**src/hdl/spc_pkg.sv**
```systemverilog
// Shared constants for the socket port conflict guard
package spc_pkg;

    // ****************************************
    // Address bus geometry
    // ****************************************
    localparam int unsigned ADDR_W = 10;    // ISA-style 10-bit I/O decode
    localparam int unsigned DATA_W = 8;     // Low data byte steered by the guard

    // ****************************************
    // Primary port set
    // ****************************************
    localparam logic [ADDR_W-1:0] PRI_TASK_LO = 10'h1F0;
    localparam logic [ADDR_W-1:0] PRI_TASK_HI = 10'h1F7;
    localparam logic [ADDR_W-1:0] PRI_CTRL    = 10'h3F6;
    localparam logic [ADDR_W-1:0] PRI_DRVADR  = 10'h3F7;

    // ****************************************
    // Secondary port set
    // ****************************************
    localparam logic [ADDR_W-1:0] SEC_TASK_LO = 10'h170;
    localparam logic [ADDR_W-1:0] SEC_TASK_HI = 10'h177;
    localparam logic [ADDR_W-1:0] SEC_CTRL    = 10'h376;
    localparam logic [ADDR_W-1:0] SEC_DRVADR  = 10'h377;

    // ****************************************
    // Reset values and timing
    // ****************************************
    localparam logic [DATA_W-1:0] OE_N_RST    = 8'hFF;  // All lines floated
    localparam int unsigned       SYNC_STAGES = 2;      // Pin synchroniser depth

endpackage

```
**src/hdl/spc_dec_if.sv**
```systemverilog
// Bundle between the guard top and its address decoder
`timescale 1ns/1ps
interface spc_dec_if;
    import spc_pkg::*;

    logic [ADDR_W-1:0] addr;        // Synchronised host I/O address
    logic              byte_gran;   // Byte-granular decode selected
    logic              secondary;   // Card placed at secondary set
    logic              reloc_en;    // Card relocated to a free window
    logic [ADDR_W-1:0] reloc_base;  // Base of relocation window
    logic              hit;         // Address belongs to the card
    logic              drv_addr;    // Address is a shared drive-address port

    modport top (output addr, byte_gran, secondary, reloc_en, reloc_base,
                 input  hit, drv_addr);
    modport dec (input  addr, byte_gran, secondary, reloc_en, reloc_base,
                 output hit, drv_addr);
endinterface

```
**src/hdl/spc_addr_dec.sv**
```systemverilog
// Combinational card address decoder for the conflict guard
`timescale 1ns/1ps
module spc_addr_dec
    import spc_pkg::*;
#(
    parameter int unsigned RELOC_SPAN = 16    // Width of a relocation window
)(
    spc_dec_if.dec dec
);

    // ****************************************
    // Parameter check
    // ****************************************
    // Window must hold the eight task ports plus control pair
    if (RELOC_SPAN < 16 || RELOC_SPAN > 512)
    begin : g_bad_span
        $error("RELOC_SPAN out of range");
    end

    // ****************************************
    // Helpers
    // ****************************************
    // Inclusive range check, used for both task port ranges and the relocation window
    function automatic logic in_range(input logic [ADDR_W-1:0] a,
                                      input logic [ADDR_W-1:0] lo,
                                      input logic [ADDR_W-1:0] hi);
        return (a >= lo) && (a <= hi);
    endfunction

    logic pri_task;   // 1F0..1F7
    logic sec_task;   // 170..177
    logic win_hit;    // Relocation window

    assign pri_task = in_range(dec.addr, PRI_TASK_LO, PRI_TASK_HI);
    assign sec_task = in_range(dec.addr, SEC_TASK_LO, SEC_TASK_HI);
    assign win_hit  = in_range(dec.addr, dec.reloc_base,
                               dec.reloc_base + ADDR_W'(RELOC_SPAN - 1));

    // Shared port, flagged whatever the card placement
    assign dec.drv_addr = (dec.addr == PRI_DRVADR) || (dec.addr == SEC_DRVADR);

    // ****************************************
    // Card select
    // ****************************************
    // Relocation beats placement; byte-granular decode drops the shared port
    always_comb
    begin
        if (dec.reloc_en)
        begin
            dec.hit = win_hit;
        end
        else if (dec.secondary)
        begin
            dec.hit = sec_task || (dec.addr == SEC_CTRL) ||
                      (!dec.byte_gran && dec.addr == SEC_DRVADR);
        end
        else
        begin
            dec.hit = pri_task || (dec.addr == PRI_CTRL) ||
                      (!dec.byte_gran && dec.addr == PRI_DRVADR);
        end
    end

endmodule

```
**src/hdl/spc_guard.sv**
```systemverilog
// Socket guard: card enable decode and data line steering for ports 3F7/377
`timescale 1ns/1ps

// Functional notes
// - Primary byte decode: 1F0-1F7, 3F6 only
// - Secondary byte decode: 170-177, 376 only
// - Option floats data bit 7 on 3F7/377
// - Same accesses mask card 16-bit indication
// - Floppy option floats bits 6-0, masks indication
// - Prefer card configuration ignoring shared port
// - Card may move to secondary or window
module spc_guard
    import spc_pkg::*;
#(
    parameter int unsigned RELOC_SPAN = 16    // Relocation window size in ports
)(
    // Clock and reset
    input  wire logic                      clk_sys_i,
    input  wire logic                      rst_i,
    // Host I/O cycle pins
    input  wire logic [spc_pkg::ADDR_W-1:0] host_addr_i,
    input  wire logic                      host_ior_n_i,
    input  wire logic                      host_iow_n_i,
    // Host data byte, three-signal form
    output logic      [spc_pkg::DATA_W-1:0] host_data_o,
    output logic      [spc_pkg::DATA_W-1:0] host_data_oe_n_o,
    output logic                           host_io16_n_o,
    // Card side pins
    input  wire logic [spc_pkg::DATA_W-1:0] card_data_i,
    input  wire logic                      card_io_width16_indication_n_i,
    output logic                           card_enable_o,
    // Socket configuration, from host-side logic on this clock
    input  wire logic                      cfg_byte_gran_i,
    input  wire logic                      cfg_secondary_i,
    input  wire logic                      cfg_reloc_en_i,
    input  wire logic [spc_pkg::ADDR_W-1:0] cfg_reloc_base_i,
    input  wire logic                      cfg_force_d7_i,
    input  wire logic                      cfg_force_d60_i
);
    import spc_pkg::*;

    // ****************************************
    // Pin synchronisers
    // ****************************************
    logic [ADDR_W-1:0] addr_s1_reg;    // First stage, read only by second
    logic [ADDR_W-1:0] addr_s2_reg;    // Usable address
    logic              ior_s1_reg;     // Read strobe stage 1
    logic              ior_s2_reg;     // Read strobe stage 2
    logic              iow_s1_reg;     // Write strobe stage 1
    logic              iow_s2_reg;     // Write strobe stage 2
    logic [DATA_W-1:0] cdat_s1_reg;    // Card data stage 1
    logic [DATA_W-1:0] cdat_s2_reg;    // Card data stage 2
    logic              c16_s1_reg;     // Card width indication stage 1
    logic              c16_s2_reg;     // Card width indication stage 2

    // Strobes reset idle so no phantom access follows reset
    always_ff @(posedge clk_sys_i)
    begin
        if (rst_i)
        begin
            addr_s1_reg <= '0;
            addr_s2_reg <= '0;
            ior_s1_reg  <= 1'b1;
            ior_s2_reg  <= 1'b1;
            iow_s1_reg  <= 1'b1;
            iow_s2_reg  <= 1'b1;
            cdat_s1_reg <= '0;
            cdat_s2_reg <= '0;
            c16_s1_reg  <= 1'b1;
            c16_s2_reg  <= 1'b1;
        end
        else
        begin
            addr_s1_reg <= host_addr_i;
            addr_s2_reg <= addr_s1_reg;
            ior_s1_reg  <= host_ior_n_i;
            ior_s2_reg  <= ior_s1_reg;
            iow_s1_reg  <= host_iow_n_i;
            iow_s2_reg  <= iow_s1_reg;
            cdat_s1_reg <= card_data_i;
            cdat_s2_reg <= cdat_s1_reg;
            c16_s1_reg  <= card_io_width16_indication_n_i;
            c16_s2_reg  <= c16_s1_reg;
        end
    end

    // ****************************************
    // Force mode controls
    // ****************************************
    logic force_d7_reg;     // Bit 7 floated on shared port (ATA card)
    logic force_d60_reg;    // Bits 6-0 floated on shared port (floppy card)

    // Cleared by reset, then follow the socket configuration
    always_ff @(posedge clk_sys_i)
    begin
        if (rst_i)
        begin
            force_d7_reg  <= 1'b0;
            force_d60_reg <= 1'b0;
        end
        else
        begin
            force_d7_reg  <= cfg_force_d7_i;
            force_d60_reg <= cfg_force_d60_i;
        end
    end

    // ****************************************
    // Address decode
    // ****************************************
    spc_dec_if dbus ();

    // Card placement choice, including a card mode that ignores 3F7/377,
    // is host policy; this logic only honours what it is given
    assign dbus.addr       = addr_s2_reg;
    assign dbus.byte_gran  = cfg_byte_gran_i;
    assign dbus.secondary  = cfg_secondary_i;
    assign dbus.reloc_en   = cfg_reloc_en_i;
    assign dbus.reloc_base = cfg_reloc_base_i;

    spc_addr_dec #(
        .RELOC_SPAN (RELOC_SPAN)
    ) u_dec (
        .dec (dbus.dec)
    );

    logic io_rd;        // Host read cycle in progress
    logic io_acc;       // Any host I/O cycle in progress
    logic shr_acc;      // Cycle targets 3F7 or 377
    logic mask_16;      // Width indication suppressed this cycle

    assign io_rd   = !ior_s2_reg;
    assign io_acc  = !ior_s2_reg || !iow_s2_reg;
    assign shr_acc = io_acc && dbus.drv_addr;
    assign mask_16 = shr_acc && (force_d7_reg || force_d60_reg);

    // ****************************************
    // Card enable and width indication
    // ****************************************
    logic card_en_reg;  // Card enable towards the socket
    logic io16_n_reg;   // Host 16-bit indication, active low

    // One cycle behind the synchronised strobes
    always_ff @(posedge clk_sys_i)
    begin
        if (rst_i)
        begin
            card_en_reg <= 1'b0;
            io16_n_reg  <= 1'b1;
        end
        else
        begin
            card_en_reg <= io_acc && dbus.hit;
            // Masked indication reads as negated on the host side
            io16_n_reg  <= !(io_acc && dbus.hit && !c16_s2_reg && !mask_16);
        end
    end

    // ****************************************
    // Data steering
    // ****************************************
    logic [DATA_W-1:0] hdat_reg;   // Byte presented to the host
    logic [DATA_W-1:0] oe_n_reg;   // Per-line enable, low drives

    // A plain transceiver would always drive; the other bus party drives
    // its half of the byte on the shared port, so we float ours
    always_ff @(posedge clk_sys_i)
    begin
        if (rst_i)
        begin
            hdat_reg <= '0;
            oe_n_reg <= OE_N_RST;
        end
        else
        begin
            hdat_reg <= cdat_s2_reg;
            if (io_rd && dbus.hit)
            begin
                oe_n_reg[7]   <= shr_acc && force_d7_reg;
                oe_n_reg[6:0] <= {7{shr_acc && force_d60_reg}};
            end
            else
            begin
                oe_n_reg <= OE_N_RST;
            end
        end
    end

    assign host_data_o      = hdat_reg;
    assign host_data_oe_n_o = oe_n_reg;
    assign host_io16_n_o    = io16_n_reg;
    assign card_enable_o    = card_en_reg;

    // ****************************************
    // Checks
    // ****************************************
    a_pri_no_drvadr: assert property (@(posedge clk_sys_i) disable iff (rst_i)
        (io_acc && cfg_byte_gran_i && !cfg_secondary_i && !cfg_reloc_en_i
         && addr_s2_reg == PRI_DRVADR) |=> !card_enable_o)
        else $error("card enabled on primary 3F7");

    a_pri_ctrl_en: assert property (@(posedge clk_sys_i) disable iff (rst_i)
        (io_acc && !cfg_secondary_i && !cfg_reloc_en_i
         && addr_s2_reg == PRI_CTRL) |=> card_enable_o)
        else $error("card not enabled on 3F6");

    a_sec_no_drvadr: assert property (@(posedge clk_sys_i) disable iff (rst_i)
        (io_acc && cfg_byte_gran_i && cfg_secondary_i && !cfg_reloc_en_i
         && addr_s2_reg == SEC_DRVADR) |=> !card_enable_o)
        else $error("card enabled on secondary 377");

    a_d7_float: assert property (@(posedge clk_sys_i) disable iff (rst_i)
        (io_rd && dbus.hit && dbus.drv_addr && force_d7_reg)
        |=> host_data_oe_n_o[7])
        else $error("bit 7 driven on shared port");

    a_io16_mask: assert property (@(posedge clk_sys_i) disable iff (rst_i)
        (shr_acc && force_d7_reg) |=> host_io16_n_o)
        else $error("width indication passed on shared port");

    a_d60_float: assert property (@(posedge clk_sys_i) disable iff (rst_i)
        (io_rd && dbus.hit && dbus.drv_addr && force_d60_reg && !force_d7_reg)
        |=> (host_data_oe_n_o == 8'h7F) && host_io16_n_o)
        else $error("low bits not floated on shared port");

    a_reloc_only: assert property (@(posedge clk_sys_i) disable iff (rst_i)
        (io_acc && cfg_reloc_en_i && (addr_s2_reg < cfg_reloc_base_i))
        |=> !card_enable_o)
        else $error("card enabled below relocation window");

    a_force_reset: assert property (@(posedge clk_sys_i)
        $fell(rst_i) |-> !force_d7_reg && !force_d60_reg
        && host_data_oe_n_o == 8'hFF)
        else $error("forcing active after reset");

    a_idle_float: assert property (@(posedge clk_sys_i) disable iff (rst_i)
        !io_rd |=> host_data_oe_n_o == 8'hFF)
        else $error("host data driven outside a read");

endmodule

```
**config.mk**
```make
export PLATFORM = sky130hd
export DESIGN_NAME = spc_guard
export DESIGN_NICKNAME = d
export VERILOG_FILES = /design/src/hdl/spc_pkg.sv /design/src/hdl/spc_dec_if.sv /design/src/hdl/spc_addr_dec.sv /design/src/hdl/spc_guard.sv
export SDC_FILE = /design/constraint.sdc
export NUM_CORES = 1
export LEC_CHECK = 0
export BUFFER_PORTS_ARGS = -buffer_cell sky130_fd_sc_hd__buf_2
export CORE_UTILIZATION = 45
export DETAILED_ROUTE_END_ITERATION = 7
export GPL_ROUTABILITY_DRIVEN = 0
export GPL_TIMING_DRIVEN = 0
export PLACE_DENSITY_LB_ADDON = 0.2
export SETUP_SLACK_MARGIN = 0.5
export SLEW_MARGIN = 5
export SYNTH_ARGS = -nofsm -noshare
export SYNTH_HDL_FRONTEND = slang
export SYNTH_HIERARCHICAL = 1
export SYNTH_SLANG_ARGS = --single-unit
```
**constraint.sdc**
```tcl
create_clock -name clk_sys_i -period 2.6 [get_ports clk_sys_i]
set_input_delay 0.26 -clock clk_sys_i [delete_from_list [all_inputs] [get_ports clk_sys_i]]
set_output_delay 0.26 -clock clk_sys_i [all_outputs]
set_load 0.05 [all_outputs]
```
== After elaboration in Yosys (flattened, before gate mapping) ==
Cells that the tools add are included.
Storage, ports and cells
  logic and storage cells: 57
  flip-flop bits (word level): 62
  output and inout bits: 18
  input port bits: 38
  memories kept: 0
  bits in latches: 0
  RAM bits: 0
  memory bits (read-only): 0
Cells by class
  eq/ne operators: 4
  multipliers: 0
  $lt $le $gt $ge: 6
  shift-type cells: 0
  bitwise gates (word level): 1
  reductions and logical operators: 27
  divide/modulo/power cells: 0
  multiplexer cells: 2
  add/subtract/negate cells: 1
Operator list (number)
  $eq A10 B10 Y1 const B: 4
  $ge A10 B9 Y1 const B: 2
  $le A10 B9 Y1 const B: 2
  $logic_and A1 B1 Y1: 13
  $add A10 B4 Y10 const B: 1
  $ge A10 B10 Y1: 1
  $le A10 B10 Y1: 1
  $logic_or A1 B1 Y1: 7
  $logic_not A1 Y1: 6
  $mux W1: 2
  $reduce_or A2 Y1: 1
  $not A1 Y1: 1

== Longest topological paths before layout ==
Gate-level depths: netlist (run 1).
  depth in word-level cells: 10
  depth in mapped cells: 13
  gate-level depth less buffers: 13

== Hierarchy ==
Netlist (run 1), hierarchy kept.
Modules (own cells, without submodules)
  spc_guard: cells each 128, seq. area each 1121.1 um^2, area an instance 1571.5 um^2, instances 1
  spc_addr_dec: cells each 86, seq. area each 0.0 um^2, area an instance 675.6 um^2, instances 1

== Least setup slack after synthesis (run 1) ==
Ideal clock, no wire load.
  path type: input-to-reg
  start: input port cfg_reloc_base_i[0] in the netlist's numbering
  end: register io16_n_reg, in the netlist host_io16_n_o
  setup slack: 222 ps
  library setup time: 125 ps
  data required time: 2475 ps
  buffers on the path: 0
  stages: 13
  data arrival time: 2254 ps
  path through: inv_1 > ha_1 > and3_4 > nor3_2 > xnor2_1 > ha_1 > nand4_1 > o211a_1 > a31oi_1 > o21a_1 > o31ai_1 > nand2b_1 > a2111o_1
On the way
  longest elaborated chain between the ends: 8
  elaborated cells between the ends (all ways): 9
  those cells by class: add/sub: 1; order compare: 2; mux: 1; reduce/logical: 5
Ends and longest elaborated chain
  from (decl): RTL line spc_guard.sv:36  | input wire logic [spc_pkg::ADDR_W-1:0] cfg_reloc_base_i,
  $add A10 B4 Y10: RTL line spc_addr_dec.sv:37  | dec.reloc_base + ADDR_W'(RELOC_SPAN - 1));
  $le A10 B10 Y1: RTL line spc_addr_dec.sv:27  | return (a >= lo) && (a <= hi);
  $logic_and A1 B1 Y1 (*): RTL line spc_addr_dec.sv:27
  $mux W1 (*): RTL line spc_addr_dec.sv:48  | if (dec.reloc_en)
  via dbus.hit: RTL line spc_dec_if.sv:11  | logic hit;
  $logic_and A1 B1 Y1 (*) (3 in a row): RTL line spc_guard.sv:155  | io16_n_reg <= !(io_acc && dbus.hit && !c16_s2_reg && !mask_16);
  $logic_not A1 Y1 (*): RTL line spc_guard.sv:155
  to (signal assigned): RTL line spc_guard.sv:155
  to (decl): RTL line spc_guard.sv:141  | logic io16_n_reg;
Mark *: on every way through the listed nets, which the timed path passes. The rest lies on a longest branch.
A chain may end at the register's enable or synchronous reset.

== Worst setup path in the final report (run 1) ==
  start: input port cfg_reloc_base_i[3] in the netlist's numbering
  end: register io16_n_reg, in the netlist host_io16_n_o
The elaborated chain is that of the path after synthesis.

==> key figures, run 1 <==
Run status
  • Status: completed

Floorplan
  • Ports: between 50 and 60
  • # rows: 25
  • Core area: around 4800 um2
  • Die Ht: 72.7 um
  • Die area: 5280 um2
  • Die Span X: 72.7 um
  • Initial Utilization: 0.473

Route
  • Detail-routed via count per cell: 4.55
  • DR vias: ~1600
  • ANT nets after route: 0
  • WL/cell: 10.5 um
  • WL final: 3660 um
  • # DRC: 0
  • Number of DRC markers in iteration 0: 56
  • First drt pass iteration count: 2

Logic synthesis
  • Main synth FF type: dfxtp_1
  • EDFF count, synth: 0
  • Synth area leaders: dfxtp_1 (50%), nor2b_1 (12%), ha_1 (12%)
  • Mapped Nets: 273
  • Most frequent cell after synthesis: dfxtp_1
  • Synth top area share: 0.499
  • Synth cell types: 34
  • Synth top cells by count: dfxtp_1 (56), nor2b_1 (44), ha_1 (21)
  • Sequential-to-total area share from yosys stat: 0.499
  • Post-synthesis cell count: 214
  • Seq cells post-synth: 56
  • Synth async-reset ratio: 0
  • Yosys warns: 6
  • Syn Std Cell Area: 2250 um2
  • Post-synth top area cell: dfxtp_1
  • Mean Syn Cell Area: 10.5 um2

Worst setup path
  • CP arrival: between 2 and 2.5 ns
  • Crit Path Category: input port to flop
  • Worst Path Required: 2.80 ns
  • Crit end category: flop
  • Reg-to-reg setup timing slack: 0.53 ns
  • Startpoint types: input port
  • CP max FO: 3
  • Reg2reg path depth: 9

STA
  • Fin worst setup slack: 0.437 ns
  • Slew Viols, Final: 0
  • RSZ-0062 raised after global routing: yes
  • Final critical-path required period: 2.16 ns
  • Worst slew pin tran: 0.382 ns
  • Slew HR: 0.744
  • Period Utilization, post-route: 0.832
  • Endpoints failing hold: 0
  • Worst clock skew: between 0.003 and 0.004 ns
  • Setup_tns: 0 ns
  • Setup-failing EPs final: 0
  • Max Fclk: 462 MHz

GRT
  • First-pass GRT wire length: a little over 6000 um
  • Met2 usage: 0.256
  • Top Usage Layer GRT: met2
  • Vias in the first global route: 1461
  • Grt ovf: 0
  • Largest net degree at the start of global routing: 18
  • GR Layer Usage met3: 0.0414
  • Gr usage total: 0.152
  • Initial antenna violation count: 0
  • Routing usage on met1: 0.174

Place
  • IO buf count: 55
  • Dpl ws: -0.133 ns
  • Dpl cells: about 340
  • DP HPWL: 2830 um

Power
  • P per Cell Area: 548 nW/um2
  • Tot Pwr: 1.55 mW
  • Worst IR Drop VDD: approximately 0.48 mV
  • Static leakage: 1.28 nW

Layout
  • Ant. Diodes: 0
  • Area grow syn2layout: 25.9%
  • Layout cells sized above 1: 0.361
  • Final core occ: 0.595
  • FILL cells: 430
  • Register area: between 1000 and 1500 um2
  • Final #Nets: 338
  • Fin cells: 347
  • Area of the multi-input gates: 1070 um2

Worst hold path
  • Hold path depth: 2
  • Hold Path Class: input port to flop

Clock network
  • Max clock buf depth: 2
  • Worst skew pair latency: 0.30 ns
  • CTS tree: built
  • CTS Buf Count: 5
  • Clk root buf: clkbuf_8
  • # hold bufs at CTS: 0
  • Clock-pin slew on the worst setup and hold paths: 0.09 ns
  • Clock sinks: 56
  • H-tree levels: 2

Job
  • MaxCap Viol Count: 0
## layer usage
metal  share of wire  wire, um  vias to the layer above
met4           0.021        76                        0
li1                -         -                      835
met2            0.49      1770                       40
met5               0         0                        -
met1            0.45      1650                      697
met3           0.043       159                        6
## worst max-delay path, cell delays in order
cell and delay (ns):
buf_6 0.10, nor4_4 0.37, nor2_2 0.09, nand3_2 0.08, xnor2_1 0.07, ha_1 0.34
a21oi_2 0.15, o211a_1 0.16, a31oi_1 0.04, o21a_1 0.13, o31ai_4 0.19, nand2b_1 0.10
a2111o_1 0.28
## final cells by class
cell class              count  share of cell area
plain buffers              11              0.0248
clock buffers               5              0.0243
clock inverters             3             0.00663
inverters                  13              0.0243
multi-input cells         134               0.379
flip-flops and latches     56               0.396
well taps                  67              0.0296
repair buffers             58               0.115
## placed cells by master (no fill, tap or decap), types with 2 or more instances in the layout
cell      netlist  layout
buf_2           5      56
dfxtp_1        56      56
nor2b_1        44      44
ha_1           21      20
inv_1          12      10
nand2_1         9       9
buf_4           6       9
xnor2_1         7       7
or2_2           6       6
clkbuf_8        0       5
nand4_1         5       5
a21oi_1         9       5
a21oi_2         0       4
buf_6           0       3
nand3_1         4       3
o21a_1          2       2
and2b_1         2       2
clkinv_2        0       2
a31oi_1         2       2
nor2_1          2       2
o221ai_1        2       2
a21o_1          2       2
## per-stage QoR
step                cell area, um2  hold slack (ns)
floorplan                     2290            0.332
global placement              2650            0.393
detailed placement            2650            0.394
CTS                           2820            0.124
global route                  2830            0.122
finish                        2830            0.134
## logic make-up (layout without fill, tap and decap cells)
group | count (synthesis) | count (layout) | share of synthesized area
DFF | 56 | 56 | 0.499
adders and majority gates | 21 | 21 | 0.117
buffers and inverters | 24 | 90 | 0.0529
and+or+nand+nor | 82 | 82 | 0.228
AOI/OAI and AO/OA | 23 | 23 | 0.0718
xor gates and xnor gates | 8 | 8 | 0.0312
## final timing paths
check                                 startpoint                       end
setup / recovery             cfg_reloc_base_i[3]  host_io16_n_o$_SDFF_PP1_
hold / removal    card_io_width16_indication_n_i     c16_s1_reg$_SDFF_PP1_
setup reg to reg       addr_s2_reg[0]$_SDFF_PP0_  host_io16_n_o$_SDFF_PP1_
hold reg to reg            ior_s1_reg$_SDFF_PP1_     ior_s2_reg$_SDFF_PP1_
## what timing repair did
item | CTS | global route
pin swaps | 9 | 6
buffers inserted | 3 | 0
resized for setup | 15 | 3
endpoints found under the setup margin | 4 | 4
## report_power, final
part           switching (mW)  internal (mW)  leakage [nW]
logic                   0.100         0.0952         0.768
registers              0.0132          0.892         0.462
clock network           0.262          0.188        0.0479
(Power assumes the default switching activity.)
==> inputs of run 2 (changes only) <==
==> constraint.sdc (replaced) <==
create_clock -name clk_sys_i -period 2.22 [get_ports clk_sys_i]
set_input_delay 0.222 -clock clk_sys_i [delete_from_list [all_inputs] [get_ports clk_sys_i]]
set_output_delay 0.222 -clock clk_sys_i [all_outputs]
set_load 0.05 [all_outputs]
==> key figures, run 2 (same netlist as run 1, synthesis figures left out) <==
Place
  • IO buf count: 55
  • Dpl cells: 336
  • DP HPWL: 2830 um
  • Dpl ws: -0.475 ns

Floorplan
  • Initial Utilization: 0.473
  • Core area: between 4000 and 5000 um2
  • # rows: 25
  • Ports: 56
  • Die area: 5280 um2
  • Die Span X: 72.7 um
  • Die Ht: 72.7 um

Layout
  • FILL cells: 428
  • Most frequent cells in the layout: buf_2 (56), dfxtp_1 (56), nor2b_1 (44)
  • Register area: 1120 um2
  • Final #Nets: 338
  • Ant. Diodes: 0
  • Layout cells sized above 1: 0.364
  • Area grow syn2layout: 26.2%
  • Area of the multi-input gates: 1080 um2
  • Fin cells: 347

Worst hold path
  • Hold Path Class: input port to flop

STA
  • Worst slew pin tran: 0.387 ns
  • Slew Viols, Final: 0
  • Max Fclk: approximately 470 MHz
  • RSZ-0062 raised after global routing: yes
  • Final critical-path required period: 2.13 ns
  • Min Hold Slack: 0.0945 ns
  • Endpoints failing hold: 0
  • Setup-failing EPs final: 0
  • Worst clock skew: 0.00442 ns
  • Fin worst setup slack: 0.0937 ns
  • Slew HR: 0.740
  • Period Utilization, post-route: 0.958

Worst setup path
  • Crit end category: flop
  • CP max FO: 3
  • Worst Path Required: approximately 2.4 ns
  • CP arrival: 2.32 ns
  • Crit Path Category: input port to flop
  • Startpoint types: input port

Route
  • Number of DRC markers in iteration 0: 47
  • WL/cell: 10.5 um
  • First drt pass iteration count: 4
  • DR vias: 1570
  • WL final: 3650 um
  • # DRC: 0
  • Detail-routed via count per cell: ~4.5
  • ANT nets after route: 0

Clock network
  • Clock-pin slew on the worst setup and hold paths: roughly 0.09 ns
  • Worst skew pair latency: 0.30 ns
  • # hold bufs at CTS: 0
  • Clk root buf: clkbuf_8
  • Max clock buf depth: 2
  • Clock sinks: 56
  • H-tree levels: 2
  • CTS Buf Count: 5
  • CTS tree: built

Power
  • Static leakage: between 1 and 1.5 nW
  • P per Cell Area: 641 nW/um2
  • Worst IR Drop VDD: roughly 0.56 mV
  • Tot Pwr: roughly 1.8 mW

GRT
  • Gr usage total: 0.152
  • Grt ovf: 0
  • Largest net degree at the start of global routing: 18
  • Initial antenna violation count: 0
  • Vias in the first global route: 1461
  • First-pass GRT wire length: 6040 um

Job
  • MaxCap Viol Count: 0

Run status
  • Status: completed
run 2: where the power goes:
group          switching (mW)  leakage [nW]  total, mW  internal, mW
Combinational           0.118         0.769      0.230         0.112
Clock                   0.308        0.0479      0.528         0.220
Sequential             0.0155         0.462       1.06          1.05
run 2: path summary, 6_finish.rpt:
path / slack [ns] / cells past startpoint / from / to
setup / recovery: 0.09 / 13 / cfg_reloc_base_i[3] / host_io16_n_o$_SDFF_PP1_
hold / removal: 0.09 / 2 / card_io_width16_indication_n_i / c16_s1_reg$_SDFF_PP1_
setup reg to reg: 0.21 / 10 / addr_s2_reg[0]$_SDFF_PP0_ / card_enable_o$_SDFF_PP0_
hold reg to reg: 0.42 / 1 / ior_s1_reg$_SDFF_PP1_ / ior_s2_reg$_SDFF_PP1_
run 2: timing repair:
item                       CTS  global route
pin swaps                    9             7
buffers inserted             3             0
resized for setup           15             4
setup endpoints to repair    4             4
hold endpoints to repair     0             0
run 2: through the flow:
step	util	TNS [ns]	area (um2)
finish	0.597	0	2840
global route	0.597	-0.0651	2840
detailed placement	0.557	-1.50	2650
CTS	0.593	0	2820
global placement	0.557	-1.48	2650
floorplan	-	0	2290
run 2: area by class of cell:
class                   count  area share
well taps                  67      0.0296
inverters                  13      0.0243
plain buffers              11      0.0247
flip-flops and latches     56       0.395
clock buffers               5      0.0243
multi-input cells         134       0.380
repair buffers             58       0.115
clock inverters             3     0.00662
run 2: critical path: stages:
cell	delay (ns)
buf_6	0.10
nor4_4	0.37
nor2_2	0.09
nand3_2	0.08
xnor2_1	0.07
ha_1	0.34
a21oi_2	0.15
o211a_1	0.16
a31oi_1	0.04
o21a_1	0.14
o31ai_4	0.19
nand2b_1	0.10
a2111o_1	0.28
run 2: routing by layer:
metal  GRT usage  vias up  part of all wire
met5           0        -                 0
met4      0.0828        0             0.021
met3      0.0414        5             0.043
met2       0.256       40              0.49
met1       0.174      691              0.44
li1            -      834                 -
